### src/common/tpc_pkg.sv
// Constants and types for the Type-C port role controller
package tpc_pkg;
    // Role-select encodings
    localparam logic [1:0] ROLE_DRP = 2'h0;
    localparam logic [1:0] ROLE_UFP = 2'h1;
    localparam logic [1:0] ROLE_DFP = 2'h2;
    localparam logic [1:0] ROLE_DRP_ALT = 2'h3;
    localparam logic [1:0] ROLE_RESET = 2'h0;
    // I2C target addresses by strap level
    localparam logic [6:0] ADDR_STRAP_LOW = 7'h47;
    localparam logic [6:0] ADDR_STRAP_HIGH = 7'h67;
    // Attached-state encodings
    localparam logic [1:0] ATT_NONE = 2'h0;
    localparam logic [1:0] ATT_SRC = 2'h1;
    localparam logic [1:0] ATT_SNK = 2'h2;
    // Orientation reset value: second line
    localparam logic ORIENT_RESET = 1'b1;
    // Timing: DRP toggle half period and attach debounce
    localparam int CLK_PERIOD_NS = 4;
    localparam int DRP_HALF_US = 35;
    localparam int DRP_HALF_CYC = (DRP_HALF_US * 1000) / CLK_PERIOD_NS;
    localparam int DEBOUNCE_US = 10;
    localparam int DEBOUNCE_CYC = (DEBOUNCE_US * 1000 + CLK_PERIOD_NS - 1) / CLK_PERIOD_NS;
    localparam int CNT_W = 16;
    typedef enum logic [2:0] {
        ST_UNATT_SNK,
        ST_UNATT_SRC,
        ST_ATT_WAIT_SNK,
        ST_ATT_WAIT_SRC,
        ST_ATT_SNK,
        ST_ATT_SRC
    } tpc_state_type;
endpackage

### src/core/tpc_role_ctrl.sv
// Type-C port role selection, attach detection and notify outputs
`timescale 1ns/1ps
module tpc_role_ctrl (
    // Clock and reset
    input wire logic ref_clk,
    input wire logic reset_n,
    // Configuration
    input wire logic addr_strap_pin,
    input wire logic enable_n,
    input wire logic role_wr,
    input wire logic [1:0] role_wdata,
    input wire logic soft_reset_wr,
    input wire logic pending_clr,
    // Line sense
    input wire logic cc1_rd_seen,
    input wire logic cc2_rd_seen,
    input wire logic cc1_rp_seen,
    input wire logic cc2_rp_seen,
    input wire logic bus_power_sense_pin,
    // Status
    output logic i2c_mode,
    output logic [6:0] i2c_addr,
    output logic [1:0] role_sel,
    output logic soft_reset,
    output logic [1:0] attached_state,
    output logic cable_dir,
    output logic change_pending,
    output logic present_source,
    // Pins
    output logic change_notify_pin_o,
    output logic change_notify_pin_oe,
    output logic host_role_indicator_pin_o,
    output logic host_role_indicator_pin_oe,
    output logic orient_pin
);
    tpc_pkg::tpc_state_type st_r, st_nxt;
    logic [1:0] role_r, role_nxt;
    logic srst_r, srst_nxt;
    logic en_n_r, en_n_nxt;
    logic dir_r, dir_nxt;
    logic pend_r, pend_nxt;
    logic [1:0] att_r, att_nxt;
    logic drp_ld, deb_ld, drp_exp, deb_exp;
    logic leave_mode, drp, cc_rd, cc_rp, det_dir;

    // Strap either way means I2C; no floating level is resolvable here
    assign i2c_mode = 1'b1;
    assign i2c_addr = addr_strap_pin ? tpc_pkg::ADDR_STRAP_HIGH : tpc_pkg::ADDR_STRAP_LOW;

    assign drp = (role_r == tpc_pkg::ROLE_DRP) || (role_r == tpc_pkg::ROLE_DRP_ALT);
    assign leave_mode = (role_wr && role_wdata != role_r) || srst_r || (!enable_n && en_n_r);
    assign cc_rd = cc1_rd_seen || cc2_rd_seen;
    assign cc_rp = cc1_rp_seen || cc2_rp_seen;
    // Flag follows physical input; a swapped board inverts meaning
    assign det_dir = (st_r == tpc_pkg::ST_ATT_WAIT_SRC) ? cc2_rd_seen : cc2_rp_seen;

    tpc_timer #(.W(tpc_pkg::CNT_W)) u_drp_tmr (
        .ref_clk(ref_clk),
        .reset_n(reset_n),
        .load(drp_ld),
        .load_val(tpc_pkg::CNT_W'(tpc_pkg::DRP_HALF_CYC)),
        .expired(drp_exp)
    );
    tpc_timer #(.W(tpc_pkg::CNT_W)) u_deb_tmr (
        .ref_clk(ref_clk),
        .reset_n(reset_n),
        .load(deb_ld),
        .load_val(tpc_pkg::CNT_W'(tpc_pkg::DEBOUNCE_CYC)),
        .expired(deb_exp)
    );

    always_comb begin
        st_nxt = st_r;
        role_nxt = role_wr ? role_wdata : role_r;
        srst_nxt = soft_reset_wr;
        en_n_nxt = enable_n;
        dir_nxt = dir_r;
        att_nxt = att_r;
        drp_ld = 1'b0;
        deb_ld = 1'b0;
        case (st_r)
            tpc_pkg::ST_UNATT_SNK: begin
                deb_ld = 1'b1;
                if (bus_power_sense_pin && cc_rp) begin
                    st_nxt = tpc_pkg::ST_ATT_WAIT_SNK;
                end else if (drp && drp_exp) begin
                    st_nxt = tpc_pkg::ST_UNATT_SRC;
                    drp_ld = 1'b1;
                end
            end
            tpc_pkg::ST_UNATT_SRC: begin
                deb_ld = 1'b1;
                if (cc_rd) begin
                    st_nxt = tpc_pkg::ST_ATT_WAIT_SRC;
                end else if (drp && drp_exp) begin
                    st_nxt = tpc_pkg::ST_UNATT_SNK;
                    drp_ld = 1'b1;
                end
            end
            tpc_pkg::ST_ATT_WAIT_SNK: begin
                if (!(bus_power_sense_pin && cc_rp)) begin
                    st_nxt = tpc_pkg::ST_UNATT_SNK;
                end else if (deb_exp) begin
                    st_nxt = tpc_pkg::ST_ATT_SNK;
                    att_nxt = tpc_pkg::ATT_SNK;
                    dir_nxt = det_dir;
                end
            end
            tpc_pkg::ST_ATT_WAIT_SRC: begin
                if (!cc_rd) begin
                    st_nxt = tpc_pkg::ST_UNATT_SRC;
                end else if (deb_exp) begin
                    st_nxt = tpc_pkg::ST_ATT_SRC;
                    att_nxt = tpc_pkg::ATT_SRC;
                    dir_nxt = det_dir;
                end
            end
            tpc_pkg::ST_ATT_SNK: begin
                if (!bus_power_sense_pin) begin
                    st_nxt = tpc_pkg::ST_UNATT_SNK;
                    att_nxt = tpc_pkg::ATT_NONE;
                end
            end
            tpc_pkg::ST_ATT_SRC: begin
                if (!cc_rd) begin
                    st_nxt = tpc_pkg::ST_UNATT_SRC;
                    att_nxt = tpc_pkg::ATT_NONE;
                end
            end
            default: begin
                st_nxt = tpc_pkg::ST_UNATT_SNK;
            end
        endcase
        if (leave_mode) begin
            att_nxt = tpc_pkg::ATT_NONE;
            drp_ld = 1'b1;
            st_nxt = (role_nxt == tpc_pkg::ROLE_DFP) ? tpc_pkg::ST_UNATT_SRC : tpc_pkg::ST_UNATT_SNK;
            if (srst_r) begin
                dir_nxt = tpc_pkg::ORIENT_RESET;
            end
        end
        // Set wins over a simultaneous clear so no change is lost
        pend_nxt = pend_r;
        if (pending_clr) begin
            pend_nxt = 1'b0;
        end
        if (att_nxt != att_r || dir_nxt != dir_r || role_nxt != role_r) begin
            pend_nxt = 1'b1;
        end
    end

    always_ff @(posedge ref_clk) begin
        if (!reset_n) begin
            st_r <= tpc_pkg::ST_UNATT_SNK;
            role_r <= tpc_pkg::ROLE_RESET;
            srst_r <= 1'b0;
            // Idle level is enabled, so no false falling edge follows reset
            en_n_r <= 1'b0;
            dir_r <= tpc_pkg::ORIENT_RESET;
            pend_r <= 1'b0;
            att_r <= tpc_pkg::ATT_NONE;
        end else begin
            st_r <= st_nxt;
            role_r <= role_nxt;
            srst_r <= srst_nxt;
            en_n_r <= en_n_nxt;
            dir_r <= dir_nxt;
            pend_r <= pend_nxt;
            att_r <= att_nxt;
        end
    end

    assign role_sel = role_r;
    assign soft_reset = srst_r;
    assign attached_state = att_r;
    assign cable_dir = dir_r;
    assign change_pending = pend_r;
    // Sink pulldowns are the powered-off default; analog keeps them unpowered
    assign present_source = (st_r == tpc_pkg::ST_UNATT_SRC) || (st_r == tpc_pkg::ST_ATT_WAIT_SRC)
        || (st_r == tpc_pkg::ST_ATT_SRC);
    assign change_notify_pin_o = 1'b0;
    assign change_notify_pin_oe = pend_r;
    assign host_role_indicator_pin_o = 1'b0;
    assign host_role_indicator_pin_oe = drp && (att_r == tpc_pkg::ATT_SRC);
    assign orient_pin = dir_r;

    a_notify_on_change: assert property (@(posedge ref_clk) disable iff (!reset_n)
        !$stable(att_r) || !$stable(dir_r) || !$stable(role_r) |-> change_notify_pin_oe && !change_notify_pin_o)
        else $error("notify pin not pulled on change");
    a_pend_holds: assert property (@(posedge ref_clk) disable iff (!reset_n)
        pend_r && !pending_clr |=> pend_r) else $error("pending dropped without clear");
    a_srst_selfclr: assert property (@(posedge ref_clk) disable iff (!reset_n)
        srst_r && !soft_reset_wr |=> !srst_r) else $error("soft reset did not clear");
    a_srst_unattach: assert property (@(posedge ref_clk) disable iff (!reset_n)
        srst_r |=> att_r == tpc_pkg::ATT_NONE) else $error("soft reset kept attach");
    a_role_dfp_src: assert property (@(posedge ref_clk) disable iff (!reset_n)
        srst_r && role_r == tpc_pkg::ROLE_DFP && !role_wr |=> st_r == tpc_pkg::ST_UNATT_SRC)
        else $error("source role not restarted as source");
    a_attach_debounced: assert property (@(posedge ref_clk) disable iff (!reset_n)
        $rose(att_r == tpc_pkg::ATT_SRC) |-> $past(st_r) == tpc_pkg::ST_ATT_WAIT_SRC)
        else $error("source attach without debounce");
    a_id_low_src: assert property (@(posedge ref_clk) disable iff (!reset_n)
        host_role_indicator_pin_oe |-> st_r == tpc_pkg::ST_ATT_SRC && drp)
        else $error("indicator low outside attached source");
    a_orient_pin: assert property (@(posedge ref_clk) disable iff (!reset_n)
        !$stable(orient_pin) |-> attached_state != tpc_pkg::ATT_NONE || $past(srst_r))
        else $error("orientation pin moved outside attach");
    a_addr_low: assert property (@(posedge ref_clk) disable iff (!reset_n)
        !addr_strap_pin |-> i2c_addr == 7'h47) else $error("wrong strap-low address");
    a_fixed_ufp_stays: assert property (@(posedge ref_clk) disable iff (!reset_n)
        role_r == tpc_pkg::ROLE_UFP && !leave_mode |=> !present_source)
        else $error("sink role presented source");
endmodule

### src/core/tpc_timer.sv
// Reloadable down counter flagging expiry
`timescale 1ns/1ps
module tpc_timer #(
    parameter int W = 16
) (
    // Clock and reset
    input wire logic ref_clk,
    input wire logic reset_n,
    // Control
    input wire logic load,
    input wire logic [W-1:0] load_val,
    // Status
    output logic expired
);
    logic [W-1:0] cnt_r;
    logic [W-1:0] cnt_nxt;

    always_comb begin
        cnt_nxt = cnt_r;
        if (load) begin
            cnt_nxt = load_val;
        end else if (cnt_r != '0) begin
            cnt_nxt = cnt_r - W'(1);
        end
    end

    always_ff @(posedge ref_clk) begin
        if (!reset_n) begin
            // Start loaded so the first period after reset runs its full length
            cnt_r <= load_val;
        end else begin
            cnt_r <= cnt_nxt;
        end
    end

    // From the count only: the caller's load depends on this flag
    assign expired = (cnt_r == '0);
endmodule

### config.mk
export PLATFORM = sky130hd
export DESIGN_NAME = tpc_role_ctrl
export DESIGN_NICKNAME = d
export VERILOG_FILES = /design/src/common/tpc_pkg.sv /design/src/core/tpc_role_ctrl.sv /design/src/core/tpc_timer.sv
export SDC_FILE = /design/constraint.sdc
export NUM_CORES = 1
export LEC_CHECK = 0
export BUFFER_PORTS_ARGS = -buffer_cell sky130_fd_sc_hd__buf_2
export CORE_MARGIN = 4
export CORE_UTILIZATION = 40
export CTS_CLUSTER_DIAMETER = 60
export DETAILED_ROUTE_END_ITERATION = 7
export HOLD_SLACK_MARGIN = 0.15
export PLACE_DENSITY = 0.69
export SLEW_MARGIN = 15
export SYNTH_ARGS = -nofsm -noshare
export SYNTH_HDL_FRONTEND = slang
export SYNTH_SLANG_ARGS = --single-unit
### constraint.sdc
create_clock -name ref_clk -period 5.15 [get_ports ref_clk]
set_input_delay 0.515 -clock ref_clk [delete_from_list [all_inputs] [get_ports ref_clk]]
set_output_delay 0.515 -clock ref_clk [all_outputs]
set_load 0.05 [all_outputs]
# Yosys cells after proc, flatten, opt, wreduce, memory -nomap -nowiden
# Cells that the tools add are included.
# W data, S select, Z words.
[totals]
word_cells = 94
out_inout_bits = 21
ff_bits = 43
in_bits = 14
[classes]
n_addsub = 2
bitwise = 1
n_eq_ne = 18
mux = 38
n_reduce_logical = 26
[ops]
columns = ["cell", "n"]
rows = [
  ["$mux W3", 11],
  ["$logic_not A16 Y1", 2],
  ["$reduce_bool A16 Y1", 2],
  ["$sub A16 B1 Y16 const B", 2],
  ["$pmux W3 S6", 1],
  ["$mux W2", 8],
  ["$ne A4 B4 Y1 const B", 4],
  ["$mux W1", 14],
  ["$logic_or A1 B1 Y1", 9],
  ["$pmux W2 S4", 1],
  ["$eq A3 B2 Y1 const B", 2],
  ["$eq A3 B3 Y1 const B", 2],
  ["$mux W6", 1],
  ["$ne A2 B2 Y1", 3],
  ["$ne A3 B3 Y1 const B", 2],
  ["$reduce_and A6 Y1", 1],
  ["$reduce_or A2 Y1", 3],
  ["$logic_and A1 B1 Y1", 5],
  ["$eq A2 B2 Y1 const B", 2],
  ["$pmux W1 S2", 2],
  ["$eq A3 B1 Y1 const B", 1],
  ["$logic_not A3 Y1", 1],
  ["$eq A2 B1 Y1 const B", 1],
  ["$logic_not A2 Y1", 1],
  ["4 further kinds", 4],
]

# Depth between registers and ports, before layout
# Gate-level depths: netlist of the first run.
[logic_depth]
depth_word = 11
mapped_depth = 9
ltp_nobuf = 8

# By module
# A second synthesis of the first run with hierarchy kept.
[hier_totals]
hier_cells = 299
area_unflattened_um2 = 2836.5
[by_module_without_submodules]
columns = ["mod", "area_per_inst_um2", "seq_area_each_um2", "n_inst", "cells_each"]
rows = [
  ["tpc_timer", 984.7, 480.5, 2, 94],
  ["tpc_role_ctrl", 867.1, 220.2, 1, 111],
]

# Worst setup path before layout of the first run
# OpenSTA, ideal clock, no wires.
[synth_timing]
kind = "reg2out"
start = "reg role_r[0] (netlist: role_sel[0])"
end = "out host_role_indicator_pin_oe"
t_arrival_ns = 2.180
n_path_buf = 1
path_slack_ns = 2.455
path_stages_with_launch = 4
required_time_ns = 4.635
cell_sequence = "dfxtp_1 clkbuf_1 xor2_1 nor3b_1"
[synth_between]
elab_chain_cells = 3
word_cells_on_any_way = 4
cone_classes = "1 x eq/ne; 3 x reduce/logical"
[synth_rtl]
columns = ["element", "line_no", "source"]
rows = [
  ["start, declared", "tpc_role_ctrl.sv:37", "logic [1:0] role_r, role_nxt;"],
  ["start signal, assigned", "tpc_role_ctrl.sv:155", "role_r <= tpc_pkg::ROLE_RESET;"],
  ["start signal, assigned", "tpc_role_ctrl.sv:164", "role_r <= role_nxt;"],
  ["$eq A2 B2 Y1 / $logic_not A2 Y1 (equally long branches)", "tpc_role_ctrl.sv:50", "assign drp = (role_r == tpc_pkg::ROLE_DRP) || (role_r == tpc_pkg::ROLE_DRP_ALT);"],
  ["$logic_or A1 B1 Y1 (*)", "tpc_role_ctrl.sv:50", ""],
  ["$logic_and A1 B1 Y1 (*)", "tpc_role_ctrl.sv:184", "assign host_role_indicator_pin_oe = drp && (att_r == tpc_pkg::ATT_SRC);"],
  ["end, declared", "tpc_role_ctrl.sv:33", "output logic host_role_indicator_pin_oe,"],
]
# Mark *: on every way between the ends. The rest lies on a longest branch, timed or not.

# Final worst setup path of the first run
[layout_timing]
start = "reg u_deb_tmr.cnt_r[0]"
end = "reg pend_r (netlist: change_notify_pin_oe)"
[layout_between]
elab_chain_cells = 10
word_cells_on_any_way = 19
cone_classes = "2 x eq/ne; 13 x mux; 4 x reduce/logical"
[layout_rtl]
columns = ["element", "line_no", "source"]
rows = [
  ["start, declared", "tpc_timer.sv:15", "logic [W-1:0] cnt_r;"],
  ["start signal, assigned", "tpc_timer.sv:30", "cnt_r <= load_val;"],
  ["start signal, assigned", "tpc_timer.sv:32", "cnt_r <= cnt_nxt;"],
  ["$logic_not A16 Y1 (*)", "tpc_timer.sv:37", "assign expired = (cnt_r == '0);"],
  ["$mux W1", "tpc_role_ctrl.sv:103, tpc_role_ctrl.sv:112", ""],
  ["$mux W1, on equally long branches", "tpc_role_ctrl.sv:110, tpc_role_ctrl.sv:101", ""],
  ["$pmux W1 S2", "tpc_role_ctrl.sv:81", "case (st_r)"],
  ["$mux W1", "tpc_role_ctrl.sv:138", "if (srst_r) begin"],
  ["$mux W1", "tpc_role_ctrl.sv:134", "if (leave_mode) begin"],
  ["$ne A1 B1 Y1", "tpc_role_ctrl.sv:147", "if (att_nxt != att_r || dir_nxt != dir_r || role_nxt != role_r) begin"],
  ["$logic_or A1 B1 Y1 (*) (2 in a row)", "tpc_role_ctrl.sv:147", ""],
  ["$mux W1 / $reduce_bool A2 Y1 (equally long branches)", "--", ""],
  ["end signal, assigned", "tpc_role_ctrl.sv:168", "pend_r <= pend_nxt;"],
  ["end, declared", "tpc_role_ctrl.sv:41", "logic pend_r, pend_nxt;"],
]
# Marked as above.
# A chain may end at the register's enable or synchronous reset.

==> results of run 1 <==
[cells by family (layout without fill, tap and decap cells)]
logic type      count (synthesis)  in the layout  synth area share, %
xor+xnor                       23             23                 8.53
mux                             3              3                 1.27
compound gates                 53             53                 14.4
flops                          43             43                 36.4
other cells                     2              9                0.318
buf+inv                        29             40                 6.62
simple gates                  133            133                 30.9
fa+ha+maj                       3              3                 1.59
[cells in the mapped netlist, types with 7 or more instances]
cell type | number | area [sq um]
o21ai_0 | 13 | 65.1
clkbuf_1 | 7 | 26.3
inv_1 | 8 | 30.0
nor2b_1 | 8 | 50.1
nor3_1 | 12 | 60.1
dfxtp_1 | 43 | 861
nor2_1 | 32 | 120
nand2_1 | 26 | 97.6
xor2_1 | 10 | 87.6
xnor2_1 | 13 | 114
a21oi_1 | 15 | 75.1
buf_4 | 12 | 90.1
[cell type report]
cell class	count	share of cell area [%]
flip-flops and latches	43	33.6
well taps	72	3.52
multi-input cells	224	53.6
clock buffers	6	2.83
inverters	8	1.17
clock inverters	2	0.489
repair buffers	24	4.79
[power by group through the flow]
stage / Combinational [uW] / Sequential [uW] / Clock [uW]
6_report: 89.1 / 348 / 214
5_1_grt: 97.9 / 350 / 232
4_1_cts: 89.0 / 347 / 218
3_5_place_dp: 88.4 / 355 / 0
3_3_place_gp: 87.8 / 355 / 0
2_1_floorplan: 74.3 / 358 / 0
[worst min-delay path by stage]
stage / end / slack [ns] / cells past startpoint
final: soft_reset / 0.42 / 2
after global routing: soft_reset / 0.45 / 2
after CTS: soft_reset / 0.42 / 2
after detailed placement: u_drp_tmr.cnt_r[6] / 0.49 / 2
after global placement: u_drp_tmr.cnt_r[6] / 0.47 / 2
after floorplan: u_drp_tmr.cnt_r[6] / 0.46 / 2
[worst reg2reg max path: cells and delay by family (launching register included)]
family | cells | cell delay [ns]
simple gates | 3 | 0.90
compound gates | 3 | 0.74
flops | 1 | 0.34
fa+ha+maj | 1 | 0.16
buf+inv | 1 | 0.08
[layer usage]
layer	wire length, um	track usage [%]	part of all wire [%]	up-vias
li1	-	-	-	1029
met1	2340	18.0	48	929
met4	55	5.32	1.1	0
met3	228	3.30	4.7	4
met5	0	0	0	-
met2	2230	23.1	46	46
[state kept, by name, indices dropped and copies added (netlist names)]
name	count
attached_state	2
cable_dir	1
change_notify_pin_oe	1
en_n_r	1
role_sel	2
soft_reset	1
st_r	3
u_deb_tmr.cnt_r	16
u_drp_tmr.cnt_r	16
[through the flow]
step / setup slack, ns / cells / power [uW] / util [%] / hold slack, ns
CTS: 2.87 / 379 / 654 / 45.6 / 0.422
detailed placement: 2.90 / 371 / 444 / 44.1 / 0.492
floorplan: 2.45 / 296 / 432 / - / 0.459
global placement: 2.98 / 371 / 443 / 44.1 / 0.471
global route: 2.59 / 379 / 680 / 45.6 / 0.448
finish: 2.82 / 379 / 651 / 45.6 / 0.423
==> impl_metrics.yaml, run 1 <==
timing:
  hold_viol_final: 0
  relSlewSlack_pct: 62.7
  setup_violations: 0
  fin_worst_skew_ns: 0.00344
  tightest_slew_ns: 0.553
  tns_ns: 0
  min_period_over_period_pct: 45.2
  fmax_mhz: 430
  maxSlewViolCount: 0
  rsz0062_at_grt: "no"
  finalCriticalPeriod_ns: 2.33
global_route:
  antenna_found_initial: 0
  grt_pass1_vias: 1883
  grt_start_max_net_pins: 16
  grt_overflow: 0
  grtUsageTotal_pct: 14.1
  grt_pass1_wl_um: 8380
clock_tree:
  cts_resized: 0
  cts-hold-fix-buffers: 0
  path_clk_slew_ns: 0.08
  clock_latency_ns: 0.30
  clockRootBuffer: "clkbuf_8"
  htreeDepth: 2
  cts_tree: "done"
  clock_path_buffers: 2
  clkSinkCount: 43
  cts_made_buffers: 5
  postCtsSetupBuffers: 0
finish:
  diodes: 0
  areaGrowthSynthToFinish_pct: 8.37
  drive_gt1_share_pct: 14.3
  layout.nets: 323
  multi_input_area_sq_mm: 0.00137
  layout_common_cells: "dfxtp_1, nor2_1, nand2_1"
  fillers: 590
  fin_area_sq_mm: 0.00256
  seqCellArea_sq_um: 861
  final_common_cell: "dfxtp_1"
critical_path:
  worstPathRequired_ns: 5.34
  cp-startpoint: "u_deb_tmr.cnt_r[0]"
  critPathKind: "register to register"
  cp-endpoint: "change_notify_pin_oe"
  arrival_ns: 2.52
  r2r_slack_ns: 2.82
  r2r_start: "u_deb_tmr.cnt_r[0]"
  critPathMaxFanout: 11
  crit_family: "simple AND/OR/NAND/NOR gates"
  cp-end-kind: "register"
  slowest_delay_ns: 0.46
  cpMostUsedCell: "o21ai_0"
  cp_cell_sequence: "inv_1 > ha_1 > nor4b_1 > nand4_1 > o21ai_0 > o21ai_0 > and3_1 > o31a_1"
  start_kind: "register"
  cp.depth: 8
  rr_worst_depth: 8
  slowest_stage: "nand4_1"
  path_buf_inv: 1
  rr_endpoint: "change_notify_pin_oe"
routing:
  wl_per_cell_um: 12.8
  vias: 2008
  vias_per_cell: 5.30
  drc_errors: 0
  drt_first_iter_violations: 59
  finalWirelength_um: 4850
  drt-pass1-iter-count: 4
  ant_nets: 0
power_and_ir_drop:
  p_sw_share_pct: 29.2
  irDropWorstVdd_mv: 0.155
  p_int_uw: 461
  leakagePower_uw: 0.000887
  comb_power_share_pct: 13.7
  power_frac_seq_pct: 53.4
  switching_power_uw: 190
  power.density_mw_per_mm2: 254
  p_clk_share_pct: 32.9
yosys:
  synth_cell_types: 56
  ys_ff_latch: 43
  syn-cell-area_sq_mm: 0.00236
  synth_edf_count: 0
  netlist_instances: 289
  ys_seq_area_share_pct: 36.4
  ys_warn_count: 0
  async_flop_share_pct: 0
  synthFlopType: "dfxtp_1"
  synth_area_per_cell_sq_um: 8.17
place:
  dpl_cell_area_sq_mm: 0.00247
  hpwlAfterDp_um: 3560
  io_buffers: 23
  routabilityCongestion: 0.813
die:
  die_area_sq_mm: 0.00720
  start_util_pct: 42.1
  rows: 27
  io_pins: 35
  die_w_um: 84.9
  core_area_sq_mm: 0.00561
  dieHeight_um: 84.9
hold_path:
  min_from: "soft_reset_wr"
  hold_class: "input pin to register"
run:
  maxCapViolCount: 0
status:
  outcome: "finished, final reports clean"
No activity file was read; power rests on OpenSTA's default activity.
==> run 2, diff against run 1 <==
--- a/config.mk
+++ b/config.mk
@@ -5,13 +5,14 @@
 export SDC_FILE = /design/constraint.sdc
 export NUM_CORES = 1
 export LEC_CHECK = 0
+export ABC_AREA = 1
 export BUFFER_PORTS_ARGS = -buffer_cell sky130_fd_sc_hd__buf_2
 export CORE_MARGIN = 4
 export CORE_UTILIZATION = 40
 export CTS_CLUSTER_DIAMETER = 60
 export DETAILED_ROUTE_END_ITERATION = 7
 export HOLD_SLACK_MARGIN = 0.15
-export PLACE_DENSITY = 0.69
+export PLACE_DENSITY = 0.71
 export SLEW_MARGIN = 15
 export SYNTH_ARGS = -nofsm -noshare
 export SYNTH_HDL_FRONTEND = slang
==> constraint.sdc (replaced) <==
create_clock -name ref_clk -period 1.9 [get_ports ref_clk]
set_input_delay 0.19 -clock ref_clk [delete_from_list [all_inputs] [get_ports ref_clk]]
set_output_delay 0.19 -clock ref_clk [all_outputs]
set_load 0.05 [all_outputs]
==> impl_metrics.yaml, run 2 <==
routing:
  vias_per_cell: 4.87
  finalWirelength_um: 5480
  wl_per_cell_um: 11.3
  ant_nets: 0
  drt_first_iter_violations: 120
  drc_errors: 0
  drt-pass1-iter-count: 4
  vias: 2360
power_and_ir_drop:
  p_clk_share_pct: 32.2
  power_frac_seq_pct: 51.3
  irDropWorstVdd_mv: 0.380
  comb_power_share_pct: 16.5
  leakagePower_uw: 0.00128
  power.density_mw_per_mm2: 637
  p_int_uw: 1260
  p_sw_share_pct: 30.9
  switching_power_uw: 563
finish:
  multi_input_area_sq_mm: 0.00148
  fin_area_sq_mm: 0.00286
  diodes: 0
  areaGrowthSynthToFinish_pct: 11.6
  fillers: 625
  final_common_cell: "nand2_1"
  largest_registers: "u_deb_tmr.cnt_r: 16 flops, u_drp_tmr.cnt_r: 16 flops, st_r: 3 flops"
  layout_common_cells: "nand2_1, nor2_1, inv_1"
  layout.nets: 426
  seqCellArea_sq_um: 862
  drive_gt1_share_pct: 17.1
  final_util_pct: 47.2
yosys:
  synth_common_cells: "nand2_1, nor2_1, inv_1, dfxtp_1, nand3_1"
  synthMostInstantiatedCell: "nand2_1"
  syn-cell-area_sq_mm: 0.00256
  synth_area_per_cell_sq_um: 6.77
  async_flop_share_pct: 0
  synthFlopType: "dfxtp_1"
  synth_edf_count: 0
  synth.area.top_cells: "dfxtp_1, nand2_1, nor2_1"
  ys_warn_count: 0
  ys_seq_area_share_pct: 33.6
  yosys.area.top_type: "dfxtp_1"
  synth_top_area_share_pct: 33.6
  ys_ff_latch: 43
  netlist_instances: 379
  synth_cell_types: 37
clock_tree:
  clock_latency_ns: 0.31
  postCtsSetupBuffers: 0
  cts_tree: "done"
  clock_path_buffers: 2
  cts_made_buffers: 5
  clockRootBuffer: "clkbuf_8"
  htreeDepth: 2
  path_clk_slew_ns: 0.08
  clkSinkCount: 43
critical_path:
  arrival_ns: 1.91
  start_kind: "register"
  critPathMaxFanout: 7
  worstPathRequired_ns: 2.09
  critPathKind: "register to register"
  cp-end-kind: "register"
hold_path:
  hold_class: "input pin to register"
global_route:
  grt_start_max_net_pins: 14
  grtUsageTotal_pct: 15.3
  grt_pass1_vias: 2246
  grt_overflow: 0
  antenna_found_initial: 0
  grt_pass1_wl_um: 9540
die:
  dieHeight_um: 88.1
  start_util_pct: 42.3
  die_area_sq_mm: 0.00776
  io_pins: 35
  die_w_um: 88.1
  core_area_sq_mm: 0.00606
  rows: 28
timing:
  min_period_over_period_pct: 90.3
  tns_ns: 0
  maxSlewViolCount: 0
  hold_viol_final: 0
  worst_slack_ns: 0.185
  finalCriticalPeriod_ns: 1.72
  rsz0062_at_grt: "no"
  fmax_mhz: 583
  fin_worst_skew_ns: 0.0120
  setup_violations: 0
  fin_hold_ws_ns: 0.177
place:
  hpwlAfterDp_um: 4270
  dpl_cell_area_sq_mm: 0.00274
  pre_cts_ws_ns: 0.103
  routabilityCongestion: 0.908
  io_buffers: 23
run:
  maxCapViolCount: 0
status:
  outcome: "finished, final reports clean"
[run 2: cell types whose count changed after synthesis, sizes merged, moves of 4 or more]
| cell | change |
|---|---|
| nand2 | +65 |
| nand3 | +24 |
| inv | +39 |
| nor3b | -6 |
| clkbuf | -7 |
| nor2b | -8 |
| or3 | -6 |
| nand4 | +5 |
| nor4 | -4 |
| nor2 | +35 |
| xnor2 | -9 |
[run 2: critical path, cell delays in order (launching register included)]
cell and delay [ns]:
dfxtp_1 0.34, inv_1 0.08, ha_1 0.21, nand2_1 0.11, nor2_4 0.07, nand2_4 0.12
nand2_4 0.07, nor2_4 0.11, nand2_2 0.08, nor2_2 0.14, nand3_2 0.09, o21ai_1 0.13
a21oi_1 0.05
[run 2: cell type report]
| type | count | area share, % |
|---|---|---|
| clock inverters | 2 | 0.437 |
| multi-input cells | 283 | 51.7 |
| flip-flops and latches | 43 | 30.1 |
| inverters | 47 | 6.16 |
| well taps | 75 | 3.28 |
| repair buffers | 29 | 5.77 |
| clock buffers | 6 | 2.53 |
[run 2: cell families after synthesis]
logic type	Yosys count	synth area share [%]
muxes	2	0.781
adders and majority gates	3	1.46
and+or+nand+nor	214	39.8
buffers and inverters	60	10.6
DFF	43	33.6
AOI/OAI and AO/OA	43	9.46
other	2	0.293
xor gates and xnor gates	12	4.10
[run 2: through the flow]
| step | cells | power [uW] |
|---|---|---|
| final | 485 | 1820 |
| after global routing | 485 | 1910 |
| after CTS | 485 | 1840 |
| after detailed placement | 475 | 1250 |
| after global placement | 475 | 1250 |
| after floorplan | 386 | 1200 |
[run 2: worst paths after layout]
path	startpoint	endpoint	slack [ns]	cells after the start
hold / removal	reset_n	cable_dir	0.18	2
hold reg to reg	u_deb_tmr.cnt_r[9]	u_deb_tmr.cnt_r[9]	0.49	2
setup / recovery	u_deb_tmr.cnt_r[0]	u_deb_tmr.cnt_r[14]	0.18	12
setup reg to reg	u_deb_tmr.cnt_r[0]	u_deb_tmr.cnt_r[14]	0.18	12
[run 2: power by group through the flow]
stage          Combinational [uW]  Clock [uW]  Sequential (uW)
2_1_floorplan                 225           0              975
3_3_place_gp                  291           0              956
3_5_place_dp                  293           0              957
4_1_cts                       297         604              936
5_1_grt                       332         634              940
6_report                      300         588              936
[run 2: per-layer routing]
metal	global-route usage [%]	share of wire, %
met5	0	0
met4	5.77	1.3
met3	3.48	5.6
met2	25.2	46
met1	19.4	47
[run 2: repair_timing]
item	in CTS	in global routing
endpoints found under the hold margin	2	0
gates resized for setup	0	6
hold buffers	2	0
endpoints found under the setup margin	0	20
==> run 3, diff against run 2 <==
==> constraint.sdc (replaced) <==
create_clock -name ref_clk -period 1.9 [get_ports ref_clk]
set_input_delay 0.38 -clock ref_clk [delete_from_list [all_inputs] [get_ports ref_clk]]
set_output_delay 0.38 -clock ref_clk [all_outputs]
set_load 0.05 [all_outputs]
==> impl_metrics.yaml, run 3 (same netlist as run 2, synthesis figures left out) <==
power_and_ir_drop:
  p_sw_share_pct: 30.6
  power_frac_seq_pct: 51.6
  switching_power_uw: 556
  p_int_uw: 1260
  comb_power_share_pct: 16.4
  irDropWorstVdd_mv: 0.340
  power.density_mw_per_mm2: 637
  leakagePower_uw: 0.00128
  p_clk_share_pct: 32.0
clock_tree:
  clock_latency_ns: 0.30
  cts-hold-fix-buffers: 0
  cts_tree: "done"
  clockRootBuffer: "clkbuf_8"
  cts_made_buffers: 5
  htreeDepth: 2
  path_clk_slew_ns: 0.08
  clock_path_buffers: 2
  clkSinkCount: 43
place:
  dpl_cell_area_sq_mm: 0.00276
  hpwlAfterDp_um: 4290
  dp_cells: 477
  pre_cts_ws_ns: 0.119
  routabilityCongestion: 0.902
  io_buffers: 23
critical_path:
  arrival_ns: 1.36
  cp_cell_sequence: "inv_1 > nand2_1 > nor2_2 > nor2_1 > nand2_1 > buf_2"
  cp-end-kind: "primary output"
  start_kind: "register"
  slowest_stage: "dfxtp_2"
  critPathMaxFanout: 7
  slowest_delay_ns: 0.37
  critPathKind: "register to primary output"
  worstPathRequired_ns: 1.52
  cpMostUsedCell: "nand2_1"
global_route:
  grt_overflow: 0
  antenna_found_initial: 0
  grt_start_max_net_pins: 14
  grt_pass1_wl_um: 9740
  grt_pass1_vias: 2306
  grtUsageTotal_pct: 15.4
timing:
  fmax_mhz: 576
  rsz0062_at_grt: "no"
  fin_worst_skew_ns: 0.00753
  worst_slack_ns: 0.163
  setup_violations: 0
  tns_ns: 0
  maxSlewViolCount: 0
  hold_viol_final: 0
  finalCriticalPeriod_ns: 1.74
  min_period_over_period_pct: 91.4
finish:
  fillers: 624
  multi_input_area_sq_mm: 0.00148
  seqCellArea_sq_um: 863
  areaGrowthSynthToFinish_pct: 11.3
  diodes: 0
  drive_gt1_share_pct: 17.3
  instances_no_fill: 485
  largest_registers: "u_deb_tmr.cnt_r: 16 flops, u_drp_tmr.cnt_r: 16 flops, st_r: 3 flops"
  fin_area_sq_mm: 0.00285
  layout.nets: 426
  final_common_cell: "nand2_1"
  layout_common_cells: "nand2_1, nor2_1, inv_1"
die:
  die_w_um: 88.1
  start_util_pct: 42.3
  rows: 28
  dieHeight_um: 88.1
  core_area_sq_mm: 0.00606
  die_area_sq_mm: 0.00776
  io_pins: 35
hold_path:
  hold_class: "input pin to register"
routing:
  drc_errors: 0
  finalWirelength_um: 5450
  vias: 2418
  ant_nets: 0
  wl_per_cell_um: 11.2
  vias_per_cell: 4.99
  drt-pass1-iter-count: 4
  drt_first_iter_violations: 112
run:
  maxCapViolCount: 0
status:
  outcome: "finished, final reports clean"
==> run 3: worst max-delay path: cells and delay by family (launching register included) <==
kind                   cells  cell delay [ns]
buffers and inverters      2             0.34
flip-flops                 1             0.37
AND/OR/NAND/NOR            4             0.36
==> run 3: repair_timing <==
| item | CTS | global route |
|---|---|---|
| gates resized for setup | 0 | 5 |
| endpoints found under the setup margin | 0 | 8 |
| setup buffers | 0 | 0 |
==> run 3: final cells by class <==
type,instances,area share [%]
clock inverters,2,0.438
repair buffers,29,5.61
flip-flops and latches,43,30.2
inverters,47,6.18
well taps,75,3.29
multi-input cells,283,51.7
clock buffers,6,2.54
==> run 3: per-stage QoR <==
stage,total power [uW],hold WS [ns],util [%]
2_1_floorplan,1200,0.452,-
3_3_place_gp,1250,0.467,45.5
3_5_place_dp,1250,0.479,45.5
4_1_cts,1840,0.258,46.9
5_1_grt,1900,0.263,47.1
6_report,1820,0.266,47.1
==> run 3: final timing paths <==
kind                 startpoint             endpoint  slack, ns  cells past startpoint
min               soft_reset_wr           soft_reset       0.27                      3
max reg2reg  u_deb_tmr.cnt_r[0]  u_deb_tmr.cnt_r[14]       0.18                     12
min reg2reg  u_deb_tmr.cnt_r[9]   u_deb_tmr.cnt_r[9]       0.49                      2
max                     st_r[2]       present_source       0.16                      6
==> run 3: per-layer routing <==
metal  track usage (%)  wire (um)
met5                 0          0
met4              5.08         95
met1              19.4       2660
met3              3.20        226
met2              26.1       2480
==> run 3: power by group through the flow <==
stage	Clock [uW]	Combinational (uW)	Sequential, uW
global route	624	333	939
detailed placement	0	297	958
CTS	601	298	936
floorplan	0	225	975
finish	582	298	937
global placement	0	294	957
